===== src/tec_pkg.sv =====
package tec_pkg;
  // Control register field positions
  localparam int CTL_PSC_LSB  = 0;
  localparam int CTL_PSC_MSB  = 2;
  localparam int CTL_EDGE_BIT = 3;
  localparam int CTL_RUN_BIT  = 4;
  localparam int CTL_MODE_LO  = 6;
  localparam int CTL_MODE_HI  = 7;
  // Interrupt control bit positions
  localparam int INTERRUPT_CONTROL_ETI_BIT = 2;
  localparam int INTERRUPT_CONTROL_TF_BIT  = 5;
  // Values after reset, plus the counter's full value
  localparam logic [7:0] CTL_RESET     = 8'h00;
  localparam logic [7:0] PRELOAD_RESET = 8'h00;
  localparam logic [7:0] COUNT_RESET   = 8'h00;
  localparam logic [7:0] COUNT_FULL    = 8'hFF;
  localparam logic [6:0] PSC_RESET     = 7'h00;

  typedef enum logic [1:0] {
    TEC_MODE_IDLE,
    TEC_MODE_EVENT,
    TEC_MODE_TIMER,
    TEC_MODE_PULSE
  } tec_mode_t;

  typedef struct packed {
    logic       wrCount;
    logic       rdCount;
    logic       wrCtl;
    logic [7:0] wdata;
  } tec_sw_t;

  typedef struct packed {
    logic tone;
    logic toneN;
    logic toneOe;
    logic toneNOe;
  } tec_tone_t;
endpackage


===== src/tec_timer.sv =====
`timescale 1ns/1ps
`default_nettype none
// Functional notes
// [RULE1] One 8-bit counter, counts up by one per qualifying pulse or edge.
// [RULE2] Writing count loads preload; reading count returns live counter.
// [RULE3] Past FF the counter overflows, flags interrupt, reloads preload, keeps going.
// [RULE4] Preload write while stopped also loads counter; else waits for overflow.
// [RULE5] Counting is suppressed during a count register read.
// [RULE6] Control bit 4 runs the counter when set, halts it when clear.
// [RULE7] Control bits 0-2 pick prescale ratio; ignored in event counting.
// [RULE8] Control bit 3 picks external edge polarity for event and pulse modes.
// [RULE9] Mode 10: count prescaled clock on falling edges of divided clock.
// [RULE10] Mode 01: event counting from the external timer pin.
// [RULE11] Event mode: rising edges when edge select low, falling when high.
// [RULE12] Mode 11: count prescaled clock between start edge and return level.
// [RULE13] Pulse mode: edge low starts falling; edge high starts rising.
// [RULE14] Pulse end clears run bit; pin ignored until software sets it again.
// [RULE15] Timer and event modes never clear the run bit in hardware.
// [RULE16] Pulse mode samples prescaler output once per machine phase tick.
// [RULE17] Software sets the external pin as input before event or pulse modes.
// [RULE18] Each overflow toggles tone pair; inverted output is complementary while bit 0 latch is 1.
// [RULE19] Tone pins drive only when port B direction bits 0 and 1 are outputs.
// [RULE20] Tone toggles only while bit 0 latch is 1; both low when 0.
// [RULE21] Overflow is a wake-up source; interrupt gated by timer interrupt enable.
// [RULE22] Every overflow sets timer interrupt flag at interrupt control bit 5.
// [RULE23] Prescaler divides by two to the power of prescale select, 1 to 128.
module tec_timer #(
  parameter int PSC_STAGES = 7
) (
  input  wire logic           clk,
  input  wire logic           rst,
  input  wire tec_pkg::tec_sw_t sw,
  input  wire logic           extPin,
  input  wire logic           tfClear,
  input  wire logic           timerIrqEnable,
  input  wire logic [1:0]     portBDirection,
  input  wire logic           portBBit0Latch,
  input  wire logic           portBBit1Latch,
  output logic [7:0]          countRdata,
  output logic [7:0]          ctlRdata,
  output logic                timerIrqFlag,
  output logic                timerIrq,
  output logic                wakeUp,
  output tec_pkg::tec_tone_t  toneBus
);
  import tec_pkg::*;

  // Ratios 1 to 128 need exactly seven ripple stages
  if (PSC_STAGES != 7) begin : g_psc_check
    $error("tec_timer: prescaler must have 7 divide stages");
  end

  logic [7:0]            countReg;
  logic [7:0]            preloadReg;
  logic [7:0]            ctlReg;
  logic [PSC_STAGES-1:0] pscReg;
  logic                  pinReg;
  logic                  divReg;
  logic                  toneReg;
  logic                  tfReg;
  logic                  irqReg;
  logic                  wakeReg;
  logic [7:0]            countRdReg;
  tec_tone_t             toneBusReg;
  logic                  pulseOnReg;

  function automatic tec_mode_t decodeMode(input logic [7:0] c);
    case ({c[CTL_MODE_HI], c[CTL_MODE_LO]})
      2'b01:   decodeMode = TEC_MODE_EVENT;
      2'b10:   decodeMode = TEC_MODE_TIMER;
      2'b11:   decodeMode = TEC_MODE_PULSE;
      default: decodeMode = TEC_MODE_IDLE;
    endcase
  endfunction

  tec_mode_t mode;
  wire       runBit  = ctlReg[CTL_RUN_BIT];                         // RULE6
  wire       edgeSel = ctlReg[CTL_EDGE_BIT];                        // RULE8
  wire [2:0] pscSel  = ctlReg[CTL_PSC_MSB:CTL_PSC_LSB];
  assign mode = decodeMode(ctlReg);

  // Divide-by-2^n: tap bit n-1 of the ripple count, n=0 is every cycle
  wire [PSC_STAGES-1:0] pscNext = pscReg + 1'b1;                   // RULE23
  wire divNow  = (pscSel == 3'h0) ? 1'b0 : pscReg[pscSel - 3'h1];   // RULE7
  wire divFall = (pscSel == 3'h0) ? 1'b1 : (divReg & ~divNow);      // RULE9 RULE16
  wire pinRise = ~pinReg & extPin;
  wire pinFall = pinReg & ~extPin;
  wire evEdge  = edgeSel ? pinFall : pinRise;                      // RULE11
  // Active level of a pulse: low for falling start, high for rising start
  wire pulseActive = edgeSel ? extPin : ~extPin;                   // RULE13
  wire pulseEnd    = edgeSel ? pinFall : pinRise;                   // RULE13
  // A level alone never starts a measurement, only the start edge
  wire pulseStart  = edgeSel ? pinRise : pinFall;                   // RULE12 RULE13
  wire pulseOn     = pulseOnReg | pulseStart;                       // RULE12

  logic tick;
  always_comb begin
    case (mode)
      TEC_MODE_TIMER: tick = divFall;                              // RULE9
      TEC_MODE_EVENT: tick = evEdge;                               // RULE10 RULE11
      TEC_MODE_PULSE: tick = divFall & pulseActive & pulseOn & ~pulseEnd; // RULE12 RULE16
      default:        tick = 1'b0;
    endcase
  end

  // Read freezes the count; ticks in that cycle are lost by design
  wire advance  = runBit & tick & ~sw.rdCount;                     // RULE5 RULE6
  wire overflow = advance & (countReg == COUNT_FULL);               // RULE3
  wire stopPulse = runBit & (mode == TEC_MODE_PULSE) & pulseEnd & pulseOnReg; // RULE14
  wire pulseOnNext = runBit & (mode == TEC_MODE_PULSE) & pulseOn & ~pulseEnd; // RULE12 RULE14
  wire toneNext  = portBBit0Latch ? (toneReg ^ overflow) : 1'b0;    // RULE18 RULE20

  always_ff @(posedge clk or posedge rst) begin
    if (rst) begin
      pscReg <= PSC_RESET;
      divReg <= 1'b0;
      pinReg <= 1'b1;
      pulseOnReg <= 1'b0;
    end else begin
      pscReg <= pscNext;
      divReg <= divNow;
      pinReg <= extPin;
      pulseOnReg <= pulseOnNext;
    end
  end

  always_ff @(posedge clk or posedge rst) begin
    if (rst) begin
      preloadReg <= PRELOAD_RESET;
    end else if (sw.wrCount) begin
      preloadReg <= sw.wdata;                                      // RULE2
    end
  end

  always_ff @(posedge clk or posedge rst) begin
    if (rst) begin
      countReg <= COUNT_RESET;
    end else if (sw.wrCount && !runBit) begin
      countReg <= sw.wdata;                                        // RULE4
    end else if (overflow) begin
      countReg <= preloadReg;                                      // RULE3 RULE4
    end else if (advance) begin
      countReg <= countReg + 8'h01;                                // RULE1
    end
  end

  // Software write wins over the hardware stop; run clears only in pulse mode
  always_ff @(posedge clk or posedge rst) begin
    if (rst) begin
      ctlReg <= CTL_RESET;
    end else if (sw.wrCtl) begin
      ctlReg <= sw.wdata;
    end else if (stopPulse) begin
      ctlReg[CTL_RUN_BIT] <= 1'b0;                                 // RULE14 RULE15
    end
  end

  // Set wins over clear
  always_ff @(posedge clk or posedge rst) begin
    if (rst) begin
      tfReg   <= 1'b0;
      irqReg  <= 1'b0;
      wakeReg <= 1'b0;
    end else begin
      tfReg   <= overflow | (tfReg & ~tfClear);                    // RULE22
      irqReg  <= (overflow | (tfReg & ~tfClear)) & timerIrqEnable; // RULE21
      wakeReg <= overflow;                                         // RULE21
    end
  end

  always_ff @(posedge clk or posedge rst) begin
    if (rst) begin
      toneReg    <= 1'b0;
      toneBusReg <= '0;
      countRdReg <= COUNT_RESET;
    end else begin
      toneReg            <= toneNext;
      toneBusReg.tone    <= toneNext;                              // RULE18
      toneBusReg.toneN   <= portBBit0Latch ? ~toneNext : 1'b0;     // RULE18 RULE20
      toneBusReg.toneOe  <= ~portBDirection[0];                    // RULE19
      toneBusReg.toneNOe <= ~portBDirection[1];                    // RULE19
      countRdReg         <= countReg;                              // RULE2
    end
  end

  assign countRdata   = countRdReg;
  assign ctlRdata     = ctlReg;
  assign timerIrqFlag = tfReg;
  assign timerIrq     = irqReg;
  assign wakeUp       = wakeReg;
  assign toneBus      = toneBusReg;

  wire unusedLatch = portBBit1Latch;                               // RULE20

  property p_overflow_reload;
    @(posedge clk) disable iff (rst)
      (overflow && !sw.wrCount) |=> (countReg == $past(preloadReg));
  endproperty
  a_overflow_reload: assert property (p_overflow_reload) // RULE3
    else $error("counter did not reload on overflow");

  property p_flag_set;
    @(posedge clk) disable iff (rst) overflow |=> tfReg;
  endproperty
  a_flag_set: assert property (p_flag_set) // RULE22
    else $error("overflow did not set interrupt flag");

  property p_read_freeze;
    @(posedge clk) disable iff (rst)
      (sw.rdCount && !sw.wrCount) |=> $stable(countReg);
  endproperty
  a_read_freeze: assert property (p_read_freeze) // RULE5
    else $error("counter moved during read");

  property p_stopped_load;
    @(posedge clk) disable iff (rst)
      (sw.wrCount && !runBit) |=> (countReg == $past(sw.wdata));
  endproperty
  a_stopped_load: assert property (p_stopped_load) // RULE4
    else $error("stopped write not copied to counter");

  property p_halt;
    @(posedge clk) disable iff (rst)
      (!runBit && !sw.wrCount) |=> $stable(countReg);
  endproperty
  a_halt: assert property (p_halt) // RULE6
    else $error("counter moved while halted");

  property p_run_kept;
    @(posedge clk) disable iff (rst)
      (runBit && mode != TEC_MODE_PULSE && !sw.wrCtl) |=> runBit;
  endproperty
  a_run_kept: assert property (p_run_kept) // RULE15
    else $error("run bit cleared by hardware outside pulse mode");

  property p_pulse_stop;
    @(posedge clk) disable iff (rst) (stopPulse && !sw.wrCtl) |=> !runBit;
  endproperty
  a_pulse_stop: assert property (p_pulse_stop) // RULE14
    else $error("run bit not cleared at pulse end");

  property p_tone_pair;
    @(posedge clk) disable iff (rst)
      portBBit0Latch |=> (toneBus.toneN == ~toneBus.tone);
  endproperty
  a_tone_pair: assert property (p_tone_pair) // RULE18
    else $error("tone outputs not complementary");

  property p_tone_low;
    @(posedge clk) disable iff (rst)
      !portBBit0Latch |=> (!toneBus.tone && !toneBus.toneN);
  endproperty
  a_tone_low: assert property (p_tone_low) // RULE20
    else $error("tone outputs not low with latch clear");

  property p_event_count;
    @(posedge clk) disable iff (rst)
      (mode == TEC_MODE_EVENT && runBit && evEdge && !sw.rdCount && !sw.wrCount
       && countReg != COUNT_FULL) |=> (countReg == $past(countReg) + 8'h01);
  endproperty
  a_event_count: assert property (p_event_count) // RULE11
    else $error("event edge did not advance counter");

  property p_count_step;
    @(posedge clk) disable iff (rst)
      (advance && !overflow) |=> (countReg == $past(countReg) + 8'h01);
  endproperty
  a_count_step: assert property (p_count_step) // RULE1
    else $error("counter did not step by one");

  property p_timer_tick;
    @(posedge clk) disable iff (rst)
      (mode == TEC_MODE_TIMER && runBit && !divFall) |=> $stable(countReg);
  endproperty
  a_timer_tick: assert property (p_timer_tick) // RULE9
    else $error("timer counted without a divided clock fall");

  property p_event_edges;
    @(posedge clk) disable iff (rst)
      (mode == TEC_MODE_EVENT && runBit && !evEdge) |=> $stable(countReg);
  endproperty
  a_event_edges: assert property (p_event_edges) // RULE10
    else $error("event counter moved without a pin edge");

  property p_pulse_wait;
    @(posedge clk) disable iff (rst)
      (mode == TEC_MODE_PULSE && runBit && !pulseOn) |=> $stable(countReg);
  endproperty
  a_pulse_wait: assert property (p_pulse_wait) // RULE12
    else $error("pulse count began without a start edge");

  property p_irq_gate;
    @(posedge clk) disable iff (rst) !timerIrqEnable |=> !timerIrq;
  endproperty
  a_irq_gate: assert property (p_irq_gate) // RULE21
    else $error("interrupt raised while disabled");

  property p_wake;
    @(posedge clk) disable iff (rst) overflow |=> wakeUp;
  endproperty
  a_wake: assert property (p_wake) // RULE21
    else $error("overflow did not raise wake-up");

  property p_tone_off;
    @(posedge clk) disable iff (rst)
      (portBDirection == 2'b11) |=> (!toneBus.toneOe && !toneBus.toneNOe);
  endproperty
  a_tone_off: assert property (p_tone_off) // RULE19
    else $error("tone pins driven while set as inputs");

  property p_flag_hold;
    @(posedge clk) disable iff (rst) (tfReg && !tfClear) |=> tfReg;
  endproperty
  a_flag_hold: assert property (p_flag_hold) // RULE22
    else $error("interrupt flag dropped without a clear");
endmodule
`default_nettype wire


===== config.mk =====
export PLATFORM = sky130hd
export DESIGN_NAME = tec_timer
export DESIGN_NICKNAME = d
export VERILOG_FILES = /design/src/tec_pkg.sv /design/src/tec_timer.sv
export SDC_FILE = /design/constraint.sdc
export NUM_CORES = 1
export LEC_CHECK = 0
export ABC_AREA = 0
export BUFFER_PORTS_ARGS = -buffer_cell sky130_fd_sc_hd__buf_2
export CORE_UTILIZATION = 57
export DETAILED_ROUTE_END_ITERATION = 8
export PLACE_DENSITY = 0.82
export SYNTH_ARGS = -nofsm -noshare
export SYNTH_HDL_FRONTEND = slang
export SYNTH_SLANG_ARGS = --single-unit

===== constraint.sdc =====
create_clock -name clk -period 5.8 [get_ports clk]
set_input_delay 1.16 -clock clk [delete_from_list [all_inputs] [get_ports clk]]
set_output_delay 1.16 -clock clk [all_outputs]
set_load 0.02 [all_outputs]

# After elaboration in Yosys (flattened, before gate mapping)
# Cells that the tools add are included.
dict set report totals {
  reg_bits 49
  latch_bits 0
  ramBits 0
  mem_bits_ro 0
  in_bits 20
  memories 0
}
dict set report classes {
  n_addsub 3
  multipliers 0
  div 0
  magnitude_cmp 1
  eq_ne 7
  shifts 0
  mux 16
  bitwise_logic 28
  n_reduce_logical 5
}
# op count
set op_table {}
lappend op_table {{two-way mux 8 bit} 3}
lappend op_table {{bitwise AND 1 bit} 16}
lappend op_table {{two-way mux 1 bit} 10}
lappend op_table {{NOT 1 bit} 9}
lappend op_table {{adder 8 x 1 -> 8 bit, second input constant} 1}
lappend op_table {{== test 2 bit, second input constant} 4}
lappend op_table {{== test 8 bit, second input constant} 1}
lappend op_table {{adder 7 x 1 -> 7 bit, second input constant} 1}
lappend op_table {{case mux 2 bit (3 select lines)} 1}
lappend op_table {{== test 2 x 1 -> 1 bit, second input constant} 2}
lappend op_table {{less-than comparator 3 x 4 -> 1 bit, second input constant} 1}
lappend op_table {{binary-select mux 1 bit (select 3 bit)} 1}
lappend op_table {{zero test 3 bit} 1}
lappend op_table {{case mux 1 bit (3 select lines)} 1}
lappend op_table {{nonzero test 3 bit} 1}
lappend op_table {{subtractor 3 x 1 -> 3 bit, second input constant} 1}
lappend op_table {{bitwise OR 1 bit} 2}
lappend op_table {{nonzero test 2 bit} 1}
lappend op_table {{logical AND 1 bit} 1}
lappend op_table {{zero test 1 bit} 1}
lappend op_table {{bitwise XOR 1 bit} 1}

# Longest topological paths before layout
# Gate-level depths: netlist (run 1).
dict set report logic_depth {
  word_depth 18
  ltp_mapped 8
}

# Worst setup path after synthesis (run 1)
# OpenSTA, ideal clock, no wires.
dict set report synth_timing {
  path_type {input-to-reg}
  startpoint {in extPin}
  endpoint {reg countReg[7]}
  arrival_time_ns 2.745
  setup_slack_ns 2.930
  cell_stages 6
  path_buffers 0
  path_cell_list {or3b_4 > a211oi_4 > a211oi_2 > nor3_4 > nor2_2 > a221o_1}
}
dict set report synth_between {
  elab_chain_len 12
  word_cells_on_any_way 18
  classes_between {mux: 6; bitwise: 11; reduce/logical: 1}
}
# element line_no
set synth_rtl {}
lappend synth_rtl {{start, declared} tec_timer.sv:33} ;# input wire logic extPin,
lappend synth_rtl {{NOT 1 bit} {tec_timer.sv:87, tec_timer.sv:90}}
lappend synth_rtl {{bitwise AND 1 bit} tec_timer.sv:87} ;# wire pinFall = pinReg & ~extPin;
lappend synth_rtl {{two-way mux 1 bit} tec_timer.sv:93} ;# wire pulseStart = edgeSel ? pinRise : pinFall;
lappend synth_rtl {{bitwise OR 1 bit} tec_timer.sv:94} ;# wire pulseOn = pulseOnReg | pulseStart;
lappend synth_rtl {{bitwise AND 1 bit (2 in series)} tec_timer.sv:101} ;# TEC_MODE_PULSE: tick = divFall & pulseActive & pulseOn & ~pulseEnd;
lappend synth_rtl {{case mux 1 bit (3 select lines) (*)} tec_timer.sv:98} ;# case (mode)
lappend synth_rtl {{bitwise AND 1 bit (*) (2 in series)} tec_timer.sv:107} ;# wire advance = runBit & tick & ~sw.rdCount;
lappend synth_rtl {{bitwise AND 1 bit} tec_timer.sv:108} ;# wire overflow = advance & (countReg == COUNT_FULL);
lappend synth_rtl {{two-way mux 8 bit} tec_timer.sv:140} ;# end else if (overflow) begin
lappend synth_rtl {{two-way mux 8 bit} tec_timer.sv:138} ;# end else if (sw.wrCount && !runBit) begin
lappend synth_rtl {{end signal, assigned} tec_timer.sv:139} ;# countReg <= sw.wdata;
lappend synth_rtl {{end signal, assigned} tec_timer.sv:141} ;# countReg <= preloadReg;
lappend synth_rtl {{end signal, assigned} tec_timer.sv:143} ;# countReg <= countReg + 8'h01;
lappend synth_rtl {{end, declared} tec_timer.sv:53} ;# logic [7:0] countReg;
# Mark *: on every way between the ends. The rest lies on a longest branch, timed or not.
# A chain may end at the register's enable or synchronous reset.

# Worst setup path after layout (run 1)
dict set report layout_timing {
  startpoint {reg ctlReg[0] (netlist: ctlRdata[0])}
  endpoint {reg countReg[7]}
}
dict set report layout_between {
  elab_chain_len 16
  word_cells_on_any_way 18
  classes_between {add/sub: 1; mux: 7; bitwise: 8; reduce/logical: 2}
}
# element line_no
set layout_rtl {}
lappend layout_rtl {{start, declared} tec_timer.sv:55} ;# logic [7:0] ctlReg;
lappend layout_rtl {{start signal, assigned} tec_timer.sv:152} ;# ctlReg <= sw.wdata;
lappend layout_rtl {{subtractor 3 x 1 -> 3 bit} tec_timer.sv:84} ;# wire divNow = (pscSel == 3'h0) ? 1'b0 : pscReg[pscSel - 3'h1];
lappend layout_rtl {{binary-select mux 1 bit (select 3 bit)} tec_timer.sv:84}
lappend layout_rtl {{two-way mux 1 bit (not written as such)} tec_timer.sv:84}
lappend layout_rtl {{two-way mux 1 bit} tec_timer.sv:84}
lappend layout_rtl {{NOT 1 bit} tec_timer.sv:85} ;# wire divFall = (pscSel == 3'h0) ? 1'b1 : (divReg & ~divNow);
lappend layout_rtl {{bitwise AND 1 bit} tec_timer.sv:85}
lappend layout_rtl {{two-way mux 1 bit (*)} tec_timer.sv:85}
lappend layout_rtl {{bitwise AND 1 bit (3 in series)} tec_timer.sv:101}
lappend layout_rtl {{case mux 1 bit (3 select lines) (*)} tec_timer.sv:98}
lappend layout_rtl {{bitwise AND 1 bit (*) (2 in series)} tec_timer.sv:107}
lappend layout_rtl {{bitwise AND 1 bit} tec_timer.sv:108}
lappend layout_rtl {{two-way mux 8 bit} tec_timer.sv:140}
lappend layout_rtl {{two-way mux 8 bit} tec_timer.sv:138}
# Mark *: on every way between the ends. The rest lies on a longest branch, timed or not. The select of a mux whose other input is x is not followed.

==> results of run 1 <==
## metal layers
layer / up-vias / track usage [%] / part of all wire [%]
li1: 766 / - / -
met3: 8 / 4.34 / 4.7
met1: 781 / 28.5 / 45
met5: - / 0 / 0
met4: 0 / 10.3 / 1.9
met2: 42 / 36.5 / 49
## cell type report
cell class | count | area (µm²)
sequential | 49 | 1230
inverter | 13 | 48.8
multi-input combinational | 126 | 986
timing repair buffer | 41 | 205
tap | 48 | 60.1
fill | 294 | 1130
clock buffer | 7 | 86.3
## stage by stage
stage          area, µm²  std cells  hold slack [ns]
3_5_place_dp        2530        277            0.420
2_1_floorplan       2280        193            0.395
6_report            2610        284            0.451
4_1_cts             2610        284            0.440
3_3_place_gp        2530        277            0.424
5_1_grt             2610        284            0.451
## flip-flops by register name, indices dropped and copies added (netlist names)
register,flops
timerIrq,1
preloadReg,8
pinReg,1
divReg,1
pulseOnReg,1
toneBus,4
pscReg,7
wakeUp,1
countRdata,8
countReg,8
ctlRdata,8
timerIrqFlag,1
## cell usage after synthesis, drive strengths merged, types with 2 or more instances
cell	count
dfrtp	48
inv	13
mux2	13
nand2	13
nor2	10
o21ai	10
nand3	9
a21oi	6
xnor2	6
a21o	5
a221o	4
ha	4
nor2b	4
xor2	4
a211oi	3
a22o	3
and2	3
and3	3
buf	3
nor4	3
o31ai	3
clkbuf	2
mux2i	2
or2	2
## how the worst max path moves through the flow
stage / cells past startpoint / from / end
2_1_floorplan: 6 / extPin / countReg[7]
3_3_place_gp: 7 / extPin / countReg[7]
3_5_place_dp: 7 / extPin / countReg[7]
4_1_cts: 8 / ctlRdata[0] / countReg[7]
5_1_grt: 8 / ctlRdata[0] / countReg[7]
6_report: 8 / ctlRdata[0] / countReg[7]
## power groups by stage
stage	clock (µW)	sequential [µW]	combinational, µW
after CTS	203	416	170
after detailed placement	0	423	169
after global routing	215	423	186
after global placement	0	421	165
final	198	416	169
after floorplan	0	439	101
## worst max-delay path, delay by kind of cell (launching register included)
family,cells,cell delay (ns)
AO/OA/AOI/OAI,2,0.80
AND/OR/NAND/NOR,3,0.70
flip-flops,1,0.50
multiplexers,1,0.39
adder cells (fa/ha/maj),1,0.35
buffers and inverters,1,0.11
## cells in the final DEF (no fill, tap or decap), types with 2 or more instances in the layout
cell type,instances
a21oi_1,6
xnor2_1,6
and3_1,3
o31ai_1,3
nor2b_1,4
or2_2,2
nand2_1,13
and2_1,3
inv_1,12
a22o_1,2
ha_1,4
a21o_1,3
dfrtp_1,48
buf_2,41
mux2_2,13
clkbuf_8,6
nand3_1,9
nor4_1,2
a21o_2,2
o21ai_0,10
nor2_1,9
a221o_1,4
xor2_1,4
mux2i_1,2
## cell families (layout without fill, tap and decap cells)
| logic type | Yosys count | count (layout) | synth area share (%) |
|---|---|---|---|
| buffers and inverters | 18 | 61 | 3.12 |
| AND/OR/NAND/NOR | 56 | 56 | 15.0 |
| multiplexers | 16 | 16 | 8.27 |
| XOR/XNOR | 10 | 10 | 3.83 |
| flip-flops | 49 | 49 | 53.7 |
| adder cells (fa/ha/maj) | 4 | 4 | 2.19 |
| AO/OA/AOI/OAI | 40 | 40 | 13.9 |
==> flow_results.org, run 1 <==
** Floorplanning
- The floorplan step set the die width to 65.3 µm.
- Chip Height :: 65.3 µm
- Boundary pin count :: 43
- Die area :: 4270 µm²
- Initial cell density of the core :: 61.0%
- The total area inside the core boundary comes to 3740 µm².
- After floorplanning, the core was divided into 22 placement rows.

** Setup path
- Among all stages on the critical path, the largest delay is contributed by dfrtp_1.
- Reg2Reg Launch Point :: ctlRdata[0]
- At the worst endpoint, the required time is 5.99 ns.
- STA classifies the critical path startpoint as a flop.
- Ordered cell list for the critical path :: inv_1 > ha_1 > mux2_2 > a2111oi_4 > nor4_4 > nor3_4 > nor2_2 > a221o_1
- STA classifies the critical path endpoint as a flop.
- Register-to-register path setup slack :: 2.84 ns
- In this design, the stage delay of the slowest critical-path cell is 0.50 ns.
- The number of cells on the worst reg-to-reg path is 8.
- In this run the critical register-to-register path is captured at countReg[7].
- Peak fanout along the critical path :: 8
- The critical path in this run is classified as flop to flop.
- Critical Path AT :: 3.15 ns

** Yosys
- Counting every net in the synthesized netlist gives 217.
- Post-synth cell types :: 48
- After technology mapping, the gate count stands at 193.
- EDFF count, synth :: 0
- A synthesized cell averages 11.8 µm².
- The Yosys step of the flow raised 0 warnings.
- Ranked by total cell area, the synthesized netlist is headed by dfrtp_1 53%, mux2_2 6.4%, xnor2_1 2.3%, ha_1 2.2%, o21ai_0 2.2%.
- Main synth FF type :: dfrtp_1
- Post-synthesis cell area :: 2280 µm²
- Number of synthesized register bits :: 49
- For this run, asynchronously set or reset flops after synthesis account for 100%.
- Share of the synthesized area in the top cell type :: 52.6%
- Sequential cells were found to cover 53.7% of the synthesized design area.
- dfrtp_1 takes more of the synthesized area than any other cell.

** Timing
- Slew @ Worst Pin :: 0.979 ns
- Setup repair after global routing left no endpoint under its margin.
- The worst path meets setup with 2.84 ns of slack.
- Setup total negative slack on the finished layout was measured at 0 ns.
- The clock period could shrink to 2.96 ns.
- In this run the tightest slew margin relative to its limit is 34.6%.
- After layout, the worst path uses 51.0% of the clock period.
- The number of hold-slack violations in the final timing report was 0.
- Setup violations remaining at the end of the flow were counted as 0.
- Timing-limited maximum frequency :: 0.338 GHz
- For the final database, setup skew stands at 0.00555 ns.
- The final-report max-slew violation count is 0.

** Place
- Global placement routability congestion :: 0.751
- Count of port buffers added during placement :: 41
- Setup slack after placement :: 2.55 ns
- Summed over all nets, the half-perimeter wirelength after detailed placement is 2.95 mm.

** GRT
- Vias in the first global route :: 1550
- Antenna violations before repair :: 0
- After global routing the overflow that remains totals 0.
- Entering global routing, the biggest net connects 50 pins.
- Combined global-route utilization of all metal layers :: 22.3%
- The first global-routing pass estimated 7.00 mm of wire.

** CTS
- Number of hold-repair buffers added at the cts stage :: 0
- Count of clock tree sinks :: 49
- The later pin in the worst-skew pair is clocked with a latency of 0.30 ns.
- CTS tree :: built
- The H-tree was split into 2 levels.
- The clock passes through at most 2 buffers.
- Clock input transition at the sequential cells of the worst setup and hold paths :: 0.08 ns
- Number of gates resized after cts :: 0
- Number of setup buffers added after CTS :: 0
- Number of buffers inserted during clock tree synthesis :: 5
- Root buffer cell :: clkbuf_8

** Route
- Vias per inst :: 5.62
- Iteration count of the initial detailed-routing pass :: 4
- Initial DRC Count :: 105
- Post-DR wirelength/cell :: 14.5 µm
- DRC Markers :: 0
- The routed design has 4.13 mm of wire.
- The routed layout has 1597 vias.
- DRT antenna net count :: 0

** Power and ir drop
- Combinational cells account for 21.6% of the total power.
- IR analysis of the VDD net gives a maximum drop of 0.183 mV.
- Internal power contribution :: 547 µW
- Net switching power of the design :: 236 µW
- In this run, the clock network consumes 25.2% of the power.
- Power per cell area :: 299 nW/µm²
- Switching portion of total power :: 30.1%
- After layout, the design draws a total of 783 µW.
- Register share of total power :: 53.1%
- Summed over all cells, the static leakage comes to 0.00122 µW.

** Final layout
- 0 antenna diodes ended up in the layout.
- The area growth from synthesis to layout is 14.4%.
- Post-layout util :: 69.8%
- Number of nets in the layout :: 260
- Fraction of layout cells with a size suffix above 1 :: 33.1%

** Worst hold path
- Path class of the lowest-slack min-delay path :: flop to flop
- The worst hold path begins at countReg[6].
- The worst hold path was traced through 0 stages.
- The worst hold path terminates at countRdata[6].

** Run status
- The flow ran to the end, and the final reports show no timing, DRC or antenna violations.

** Run
- The tool flagged a number of max-cap violations equal to 0.
(Power assumes the default switching activity.)
==> inputs of run 2 (changes only) <==
- CORE_UTILIZATION: 57 -> 55
- PLACE_DENSITY: 0.82 -> 0.79
- clock period: 5.8 -> 2.8 ns (I/O delays scaled with it)
==> run 2 against run 1 <==
Utilization fell by 3.1 points. Combinational power is 110% higher. Sequential share of layout area fell by 0.97 points. Critical path type unchanged.
==> flow_results.org, run 2 (synthesis gave the netlist of run 1 again) <==
** Timing
- Worst-case clock skew :: 0.00222 ns (-0.00333 ns)
- Final-layout worst hold slack :: 0.338 ns (-0.113 ns)
- The summed negative setup slack over all endpoints is 0 ns (unchanged).
- The final-report max-slew violation count was 0 (unchanged).
- The number of hold-slack violations in the final timing report is 0 (unchanged).
- The actual slew at the worst max-slew pin came to 0.663 ns (-0.316 ns).
- The achievable frequency came to 0.384 GHz (+14%).
- The post-route clock period utilization came to 93.0% (+42 points).
- Worst max-slew margin expressed relative to the limit :: 55.7% (+21 points)
- Setup repair after global routing missed its margin :: no
- Final setup violation count :: 0 (unchanged)
- Final critical path time including I/O delays and setup :: 2.60 ns (-0.354 ns)

** Route
- Iteration count of the initial detailed-routing pass :: 4 (unchanged)
- The via density per instance is 5.56 (-1.1%).
- Count of vias placed by the detailed router :: 1630 (+2.1%)
- The count of routing violations after the opening detailed-route iteration was 120 (+14%).
- The post-route antenna net violation count came to 0 (unchanged).
- DRC Markers :: 0 (unchanged)
- Post-DR wirelength/cell :: 14.7 µm (+1.5%)
- Final WL :: 4.32 mm (+4.8%)

** Setup path
- STA classifies the critical path endpoint as a flop.
- The largest driver fanout on the critical path was 6 (-2).
- Largest stage delay, worst path :: 0.41 ns (-0.09 ns)
- STA classifies the critical path startpoint as a flop.
- Kind of cell adding the most delay to the critical path :: compound AO/OA/AOI/OAI gates
- The total stage count of the critical path came to 8 (unchanged).
- Ordered cell list for the critical path :: inv_1 > ha_1 > mux2_2 > a2111oi_4 > nor4_4 > nor3_4 > nor2_2 > a221o_1
- Critical Path AT :: 2.80 ns (-0.35 ns)
- Required time of the worst setup path :: 3.00 ns (-2.99 ns)
- Among all stages on the critical path, the largest delay is contributed by a2111oi_4.
- Number of buffer and inverter instances along the worst setup path :: 1 (unchanged)
- The critical path is of the flop to flop type.
- Depth of the worst register-to-register path :: 8 (unchanged)

** Floorplanning
- Chip Height :: 66.5 µm (+1.7%)
- Initial cell density of the core :: 57.1% (-3.9 points)
- Boundary pin count :: 43 (unchanged)
- Core area :: 4000 µm² (+6.9%)
- Die area :: 4420 µm² (+3.5%)
- Num rows :: 23 (+4.5%)
- The x dimension of the die came to 66.5 µm (+1.7%).

** CTS
- The tree is rooted in a clkbuf_8.
- Number of gates resized after cts :: 0 (unchanged)
- Maximum number of buffers from clock root to sink :: 2 (unchanged)
- The clock latency on the worst-skew pair is 0.31 ns (about the same).
- The H-tree level count was 2 (unchanged).
- The clock-pin transition on the worst setup and hold timing paths came to 0.09 ns (about the same).
- The clock sink count is 49 (unchanged).
- The number of buffers added by the clock tree synthesis step is 5 (unchanged).
- TritonCTS built the clock tree.
- The buffer count from post-CTS setup fixing was 0 (unchanged).
- The hold-fix buffer count after cts came to 0 (unchanged).

** Power and ir drop
- Power per cell area :: 619 nW/µm² (+110%)
- Net switching power of the design :: 528 µW (+120%)
- Switching portion of total power :: 32.0% (+1.8 points)
- Register share of total power :: 52.1% (-1.0 points)
- The fraction of power consumed by combinational cells was 21.7% (about the same).
- Leakage power summed over all cells :: 0.00125 µW (+2.6%)
- The internal power came to 1120 µW (+110%).
- Share of total power in the clock network :: 26.2% (+1.0 points)
- The largest voltage drop on the vdd net is 0.419 mV (+130%).

** Run
- # Max-Cap Violations :: 0 (unchanged)

** Final layout
- Number of nets in the layout :: 266 (+2.3%)
- Leading cell type in the layout, fill and taps excluded :: dfrtp_1
- The top cell types in the final layout, fill and taps aside, are 48 x dfrtp_1, 41 x buf_2, 13 x mux2_2, 13 x nand2_1, 12 x inv_1.
- Total inserted antenna cells :: 0 (unchanged)
- Fin cells :: 293 (+3.2%)
- The final standard cell utilization of the core was 66.7% (-3.1 points).
- The layout cell share with drive strength beyond 1 was 35.4% (+2.3 points).
- Area growth syn-to-layout :: 16.8%

** GRT
- The number of antenna violations at the first check in global routing came to 0 (unchanged).
- Remaining global-route overflow :: 0 (unchanged)
- Global-route wire length before repair :: 7.15 mm (+2.1%)
- Maximum number of pins on one net before global-route repair :: 32 (-36%)
- Vias in the first global route :: 1523 (-1.7%)
- Combined global-route utilization of all metal layers :: 22.2% (-0.13 points)

** Place
- The count of buffers from port buffering is 41 (unchanged).
- Global placement routability congestion :: 0.837 (+11%)
- Placed wire-length estimate :: 3.20 mm (+8.4%)
- The post-placement cell count came to 285 (+2.9%).

** Worst hold path
- Path class of the lowest-slack min-delay path :: input port to asynchronous set/reset pin

** Run status
- Status :: finished clean
run 2: cell count changes in the layout (fill, tap and decap cells not counted):
cell,delta
clkinvlp_4,+1
inv_6,+2
buf_4,+6
clkbuf_1,-1
clkbuf_8,-1
run 2: power by group through the flow:
stage | Clock [µW] | Combinational (µW) | Sequential [µW]
finish | 432 | 358 | 861
global route | 465 | 393 | 873
CTS | 443 | 362 | 861
detailed placement | 0 | 361 | 875
global placement | 0 | 351 | 873
floorplan | 0 | 210 | 909
run 2: cell type report:
cell class / instances / area, µm²
fillers: 301 / 1330
flip-flops and latches: 49 / 1230
multi-input cells: 126 / 986
repair buffers: 47 / 250
clock buffers: 5 / 68.8
well taps: 50 / 62.6
inverters: 13 / 48.8
clock inverters: 3 / 25.0
run 2: final timing paths:
path | slack, ns | end | start
worst max-delay path | 0.20 | countReg[7] | ctlRdata[0]
worst min-delay path | 0.34 | toneBus[1] | rst
worst min register to register | 0.45 | countRdata[6] | countReg[6]
min in group clk | 0.38 | toneBus[0] | portBDirection[1]
worst max register to register | 0.20 | countReg[7] | ctlRdata[0]
max in group asynchronous | 1.79 | pinReg | rst
run 2: metrics by stage:
stage                     setup slack [ns]  instance area (µm²)  total power (µW)
after floorplan                     0.0437                 2280              1120
after global placement               0.185                 2570              1220
after detailed placement             0.124                 2570              1240
after CTS                            0.102                 2670              1670
after global routing                0.0436                 2670              1730
final                                0.195                 2670              1650
run 2: layer usage:
metal / up-vias / share of wire [%] / global-route usage (%)
met5: - / 0 / 0
met4: 0 / 1.3 / 7.45
met3: 7 / 4.8 / 5.14
met2: 45 / 48 / 34.7
met1: 799 / 46 / 30.4
li1: 779 / - / -
==> inputs of run 3 (changes only) <==
- SETUP_SLACK_MARGIN: default -> 0.2
==> run 3 against run 2 <==
Cell area up 1.5%. Clock power grew 20%. Hold slack worse by 0.12 ns. Non-clock buffer count did not move. Largest power group unchanged. Highest routed layer unchanged.
==> flow_results.org, run 3 (synthesis gave the netlist of run 1 again) <==
** Timing
- Final setup violation count :: 0 (unchanged)
- Setup repair after global routing missed its margin :: no
- Hold violation total from the final report :: 0 (unchanged)
- The remaining max-slew budget at the tightest pin is 55.7% (about the same).
- The post-route clock period utilization is 89.6% (-3.4 points).
- Final critical path time including I/O delays and setup :: 2.51 ns (-0.0959 ns)
- The clock skew after layout came to 0.0111 ns (+0.00884 ns).
- The final-report max-slew violation count is 0 (unchanged).
- The actual slew at the worst max-slew pin was 0.663 ns (-0.000616 ns).
- The summed negative setup slack over all endpoints is 0 ns (unchanged).
- Timing-limited maximum frequency :: 0.399 GHz (+3.8%)

** Setup path
- The worst setup path is captured at a flop.
- The largest driver fanout on the critical path came to 7 (+1).
- Setup crit start kind :: flop
- The endpoint required time on the critical path came to 3.00 ns (about the same).
- The data arrival time of the worst path is 2.71 ns (-0.09 ns).
- Critical Setup Path Class :: flop to flop

** Floorplanning
- The number of I/O pins was 43 (unchanged).
- The die height is 66.5 µm (unchanged).
- The effective utilization at floorplan is 57.1% (unchanged).
- The x dimension of the die was 66.5 µm (unchanged).
- Num rows :: 23 (unchanged)
- Die area :: 4420 µm² (unchanged)
- The total core area is 4000 µm² (unchanged).

** Run
- # Max-Cap Violations :: 0 (unchanged)

** Route
- In this run the top signal layer used is met4.
- Post-DR wirelength/cell :: 14.7 µm (-0.35%)
- The via density per instance came to 5.58 (+0.31%).
- The met1 wire length was 1.85 mm (-7.4%).
- The detailed-router iteration count before antenna repair is 4 (unchanged).
- The post-route antenna net violation count is 0 (unchanged).
- Count of vias placed by the detailed router :: 1635 (+0.31%)
- The post-detailed-routing wire length is 4.31 mm (-0.35%).
- The met2 wire length was 2.30 mm (+12%).
- Initial DRC Count :: 88 (-27%)
- The met3 wirelength from detailed routing is 137 µm (-34%).
- DRC Markers :: 0 (unchanged)

** Run status
- The flow ran to the end, and the final reports show no timing, DRC or antenna violations.

** GRT
- The total global-route track usage came to 21.6% (-0.56 points).
- The maximum number of pins on one net before global-route repair is 34 (+6.3%).
- The number of antenna violations at the first check in global routing is 0 (unchanged).
- Vias in the first global route :: 1561 (+2.5%)
- The global-route wire length before repair came to 7.02 mm (-1.8%).
- The total grt overflow was 0 (unchanged).

** Final layout
- Filler cell count in the final layout :: 317 (+5.3%)
- The library cells used most frequently in the layout, excluding fill and tap cells, are 47 x dfrtp_1, 41 x buf_2, 13 x mux2_2, 13 x nand2_1.
- Area growth syn-to-layout :: 18.6%
- The library cell used most frequently in the layout, excluding fill and tap cells, is dfrtp_1.
- The antenna diode count came to 0 (unchanged).
- The layout cell share with drive strength beyond 1 is 37.0% (+1.6 points).
- The number of nets at the end of the flow came to 266 (unchanged).

** Power and ir drop
- The cell leakage power is 0.00126 µW (+0.76%).
- The largest voltage drop on the vdd net was 0.368 mV (-12%).
- The post-layout total power was 1750 µW (+5.9%).
- Power per cell area :: 646 nW/µm² (+4.4%)

** CTS
- TritonCTS built the clock tree.
- The maximum count of clock buffers along a single path is 2 (unchanged).
- The H-tree level count was 2 (unchanged).
- Clock input transition at the sequential cells of the worst setup and hold paths :: 0.09 ns (about the same)
- The clock sink count was 49 (unchanged).
- The clock latency on the worst-skew pair is 0.30 ns (about the same).
- Root buffer cell :: clkbuf_8
- Number of buffers inserted during clock tree synthesis :: 5 (unchanged)

** Place
- Placed wire-length estimate :: 3.16 mm (-1.4%)
- Global placement routability congestion :: 0.835 (-0.20%)
- Count of port buffers added during placement :: 41 (unchanged)

** Worst hold path
- Path class of the lowest-slack min-delay path :: input port to asynchronous set/reset pin
## run 3: area by class of cell
| type | instances | area (µm²) | share of cell area, % |
|---|---|---|---|
| Sequential cell | 49 | 1230 | 45.4 |
| Clock buffer | 6 | 82.6 | 3.05 |
| Tap cell | 50 | 62.6 | 2.31 |
| Clock inverter | 2 | 37.5 | 1.39 |
| Multi-Input combinational cell | 126 | 998 | 36.9 |
| Inverter | 13 | 48.8 | 1.80 |
| Timing Repair Buffer | 47 | 250 | 9.24 |
## run 3: final timing paths
check | startpoint | to | slack (ns) | cells after the start
worst max-delay path | ctlRdata[0] | countReg[2] | 0.29 | 9
worst max register to register | ctlRdata[0] | countReg[2] | 0.29 | 9
max in group asynchronous | rst | pinReg | 1.82 | 3
min in group clk | portBDirection[0] | toneBus[1] | 0.39 | 2
worst min register to register | countReg[6] | countRdata[6] | 0.44 | 0
worst min-delay path | rst | toneBus[3] | 0.21 | 2
## run 3: through the flow
step	instance area, µm²	setup slack, ns	cells	util [%]	hold slack [ns]
floorplan	2290	0.218	193	-	0.395
global placement	2560	0.181	283	64.0	0.412
detailed placement	2560	0.134	283	64.0	0.427
CTS	2690	0.211	292	67.2	0.218
global route	2710	0.208	293	67.7	0.230
finish	2710	0.291	293	67.7	0.213
## run 3: layer usage
layer	up-vias	track usage, %
li1	782	-
met1	819	26.2
met2	32	38.5
met3	2	5.82
met4	0	3.99
met5	-	0
## run 3: power breakdown
part	internal (µW)	switching (µW)
clock	290	228
combinational	163	207
sequential	787	74.9
## run 3: critical path, cell delays in order, from the launching register on
cell and delay, ns:
dfrtp_2 0.43, inv_2 0.10, ha_4 0.23, mux4_2 0.37, nor3b_2 0.07, nor4_4 0.46, nor3_4 0.06, buf_4 0.19
a221o_1 0.32, a31o_1 0.18
## run 3: repair_timing
action / in CTS / in global routing
gates resized for setup: 0 / 3
hold buffers: 0 / 0
setup endpoints to repair: 3 / 7
pin swaps: 2 / 2
setup buffers: 1 / 1
gates cloned: 0 / 0
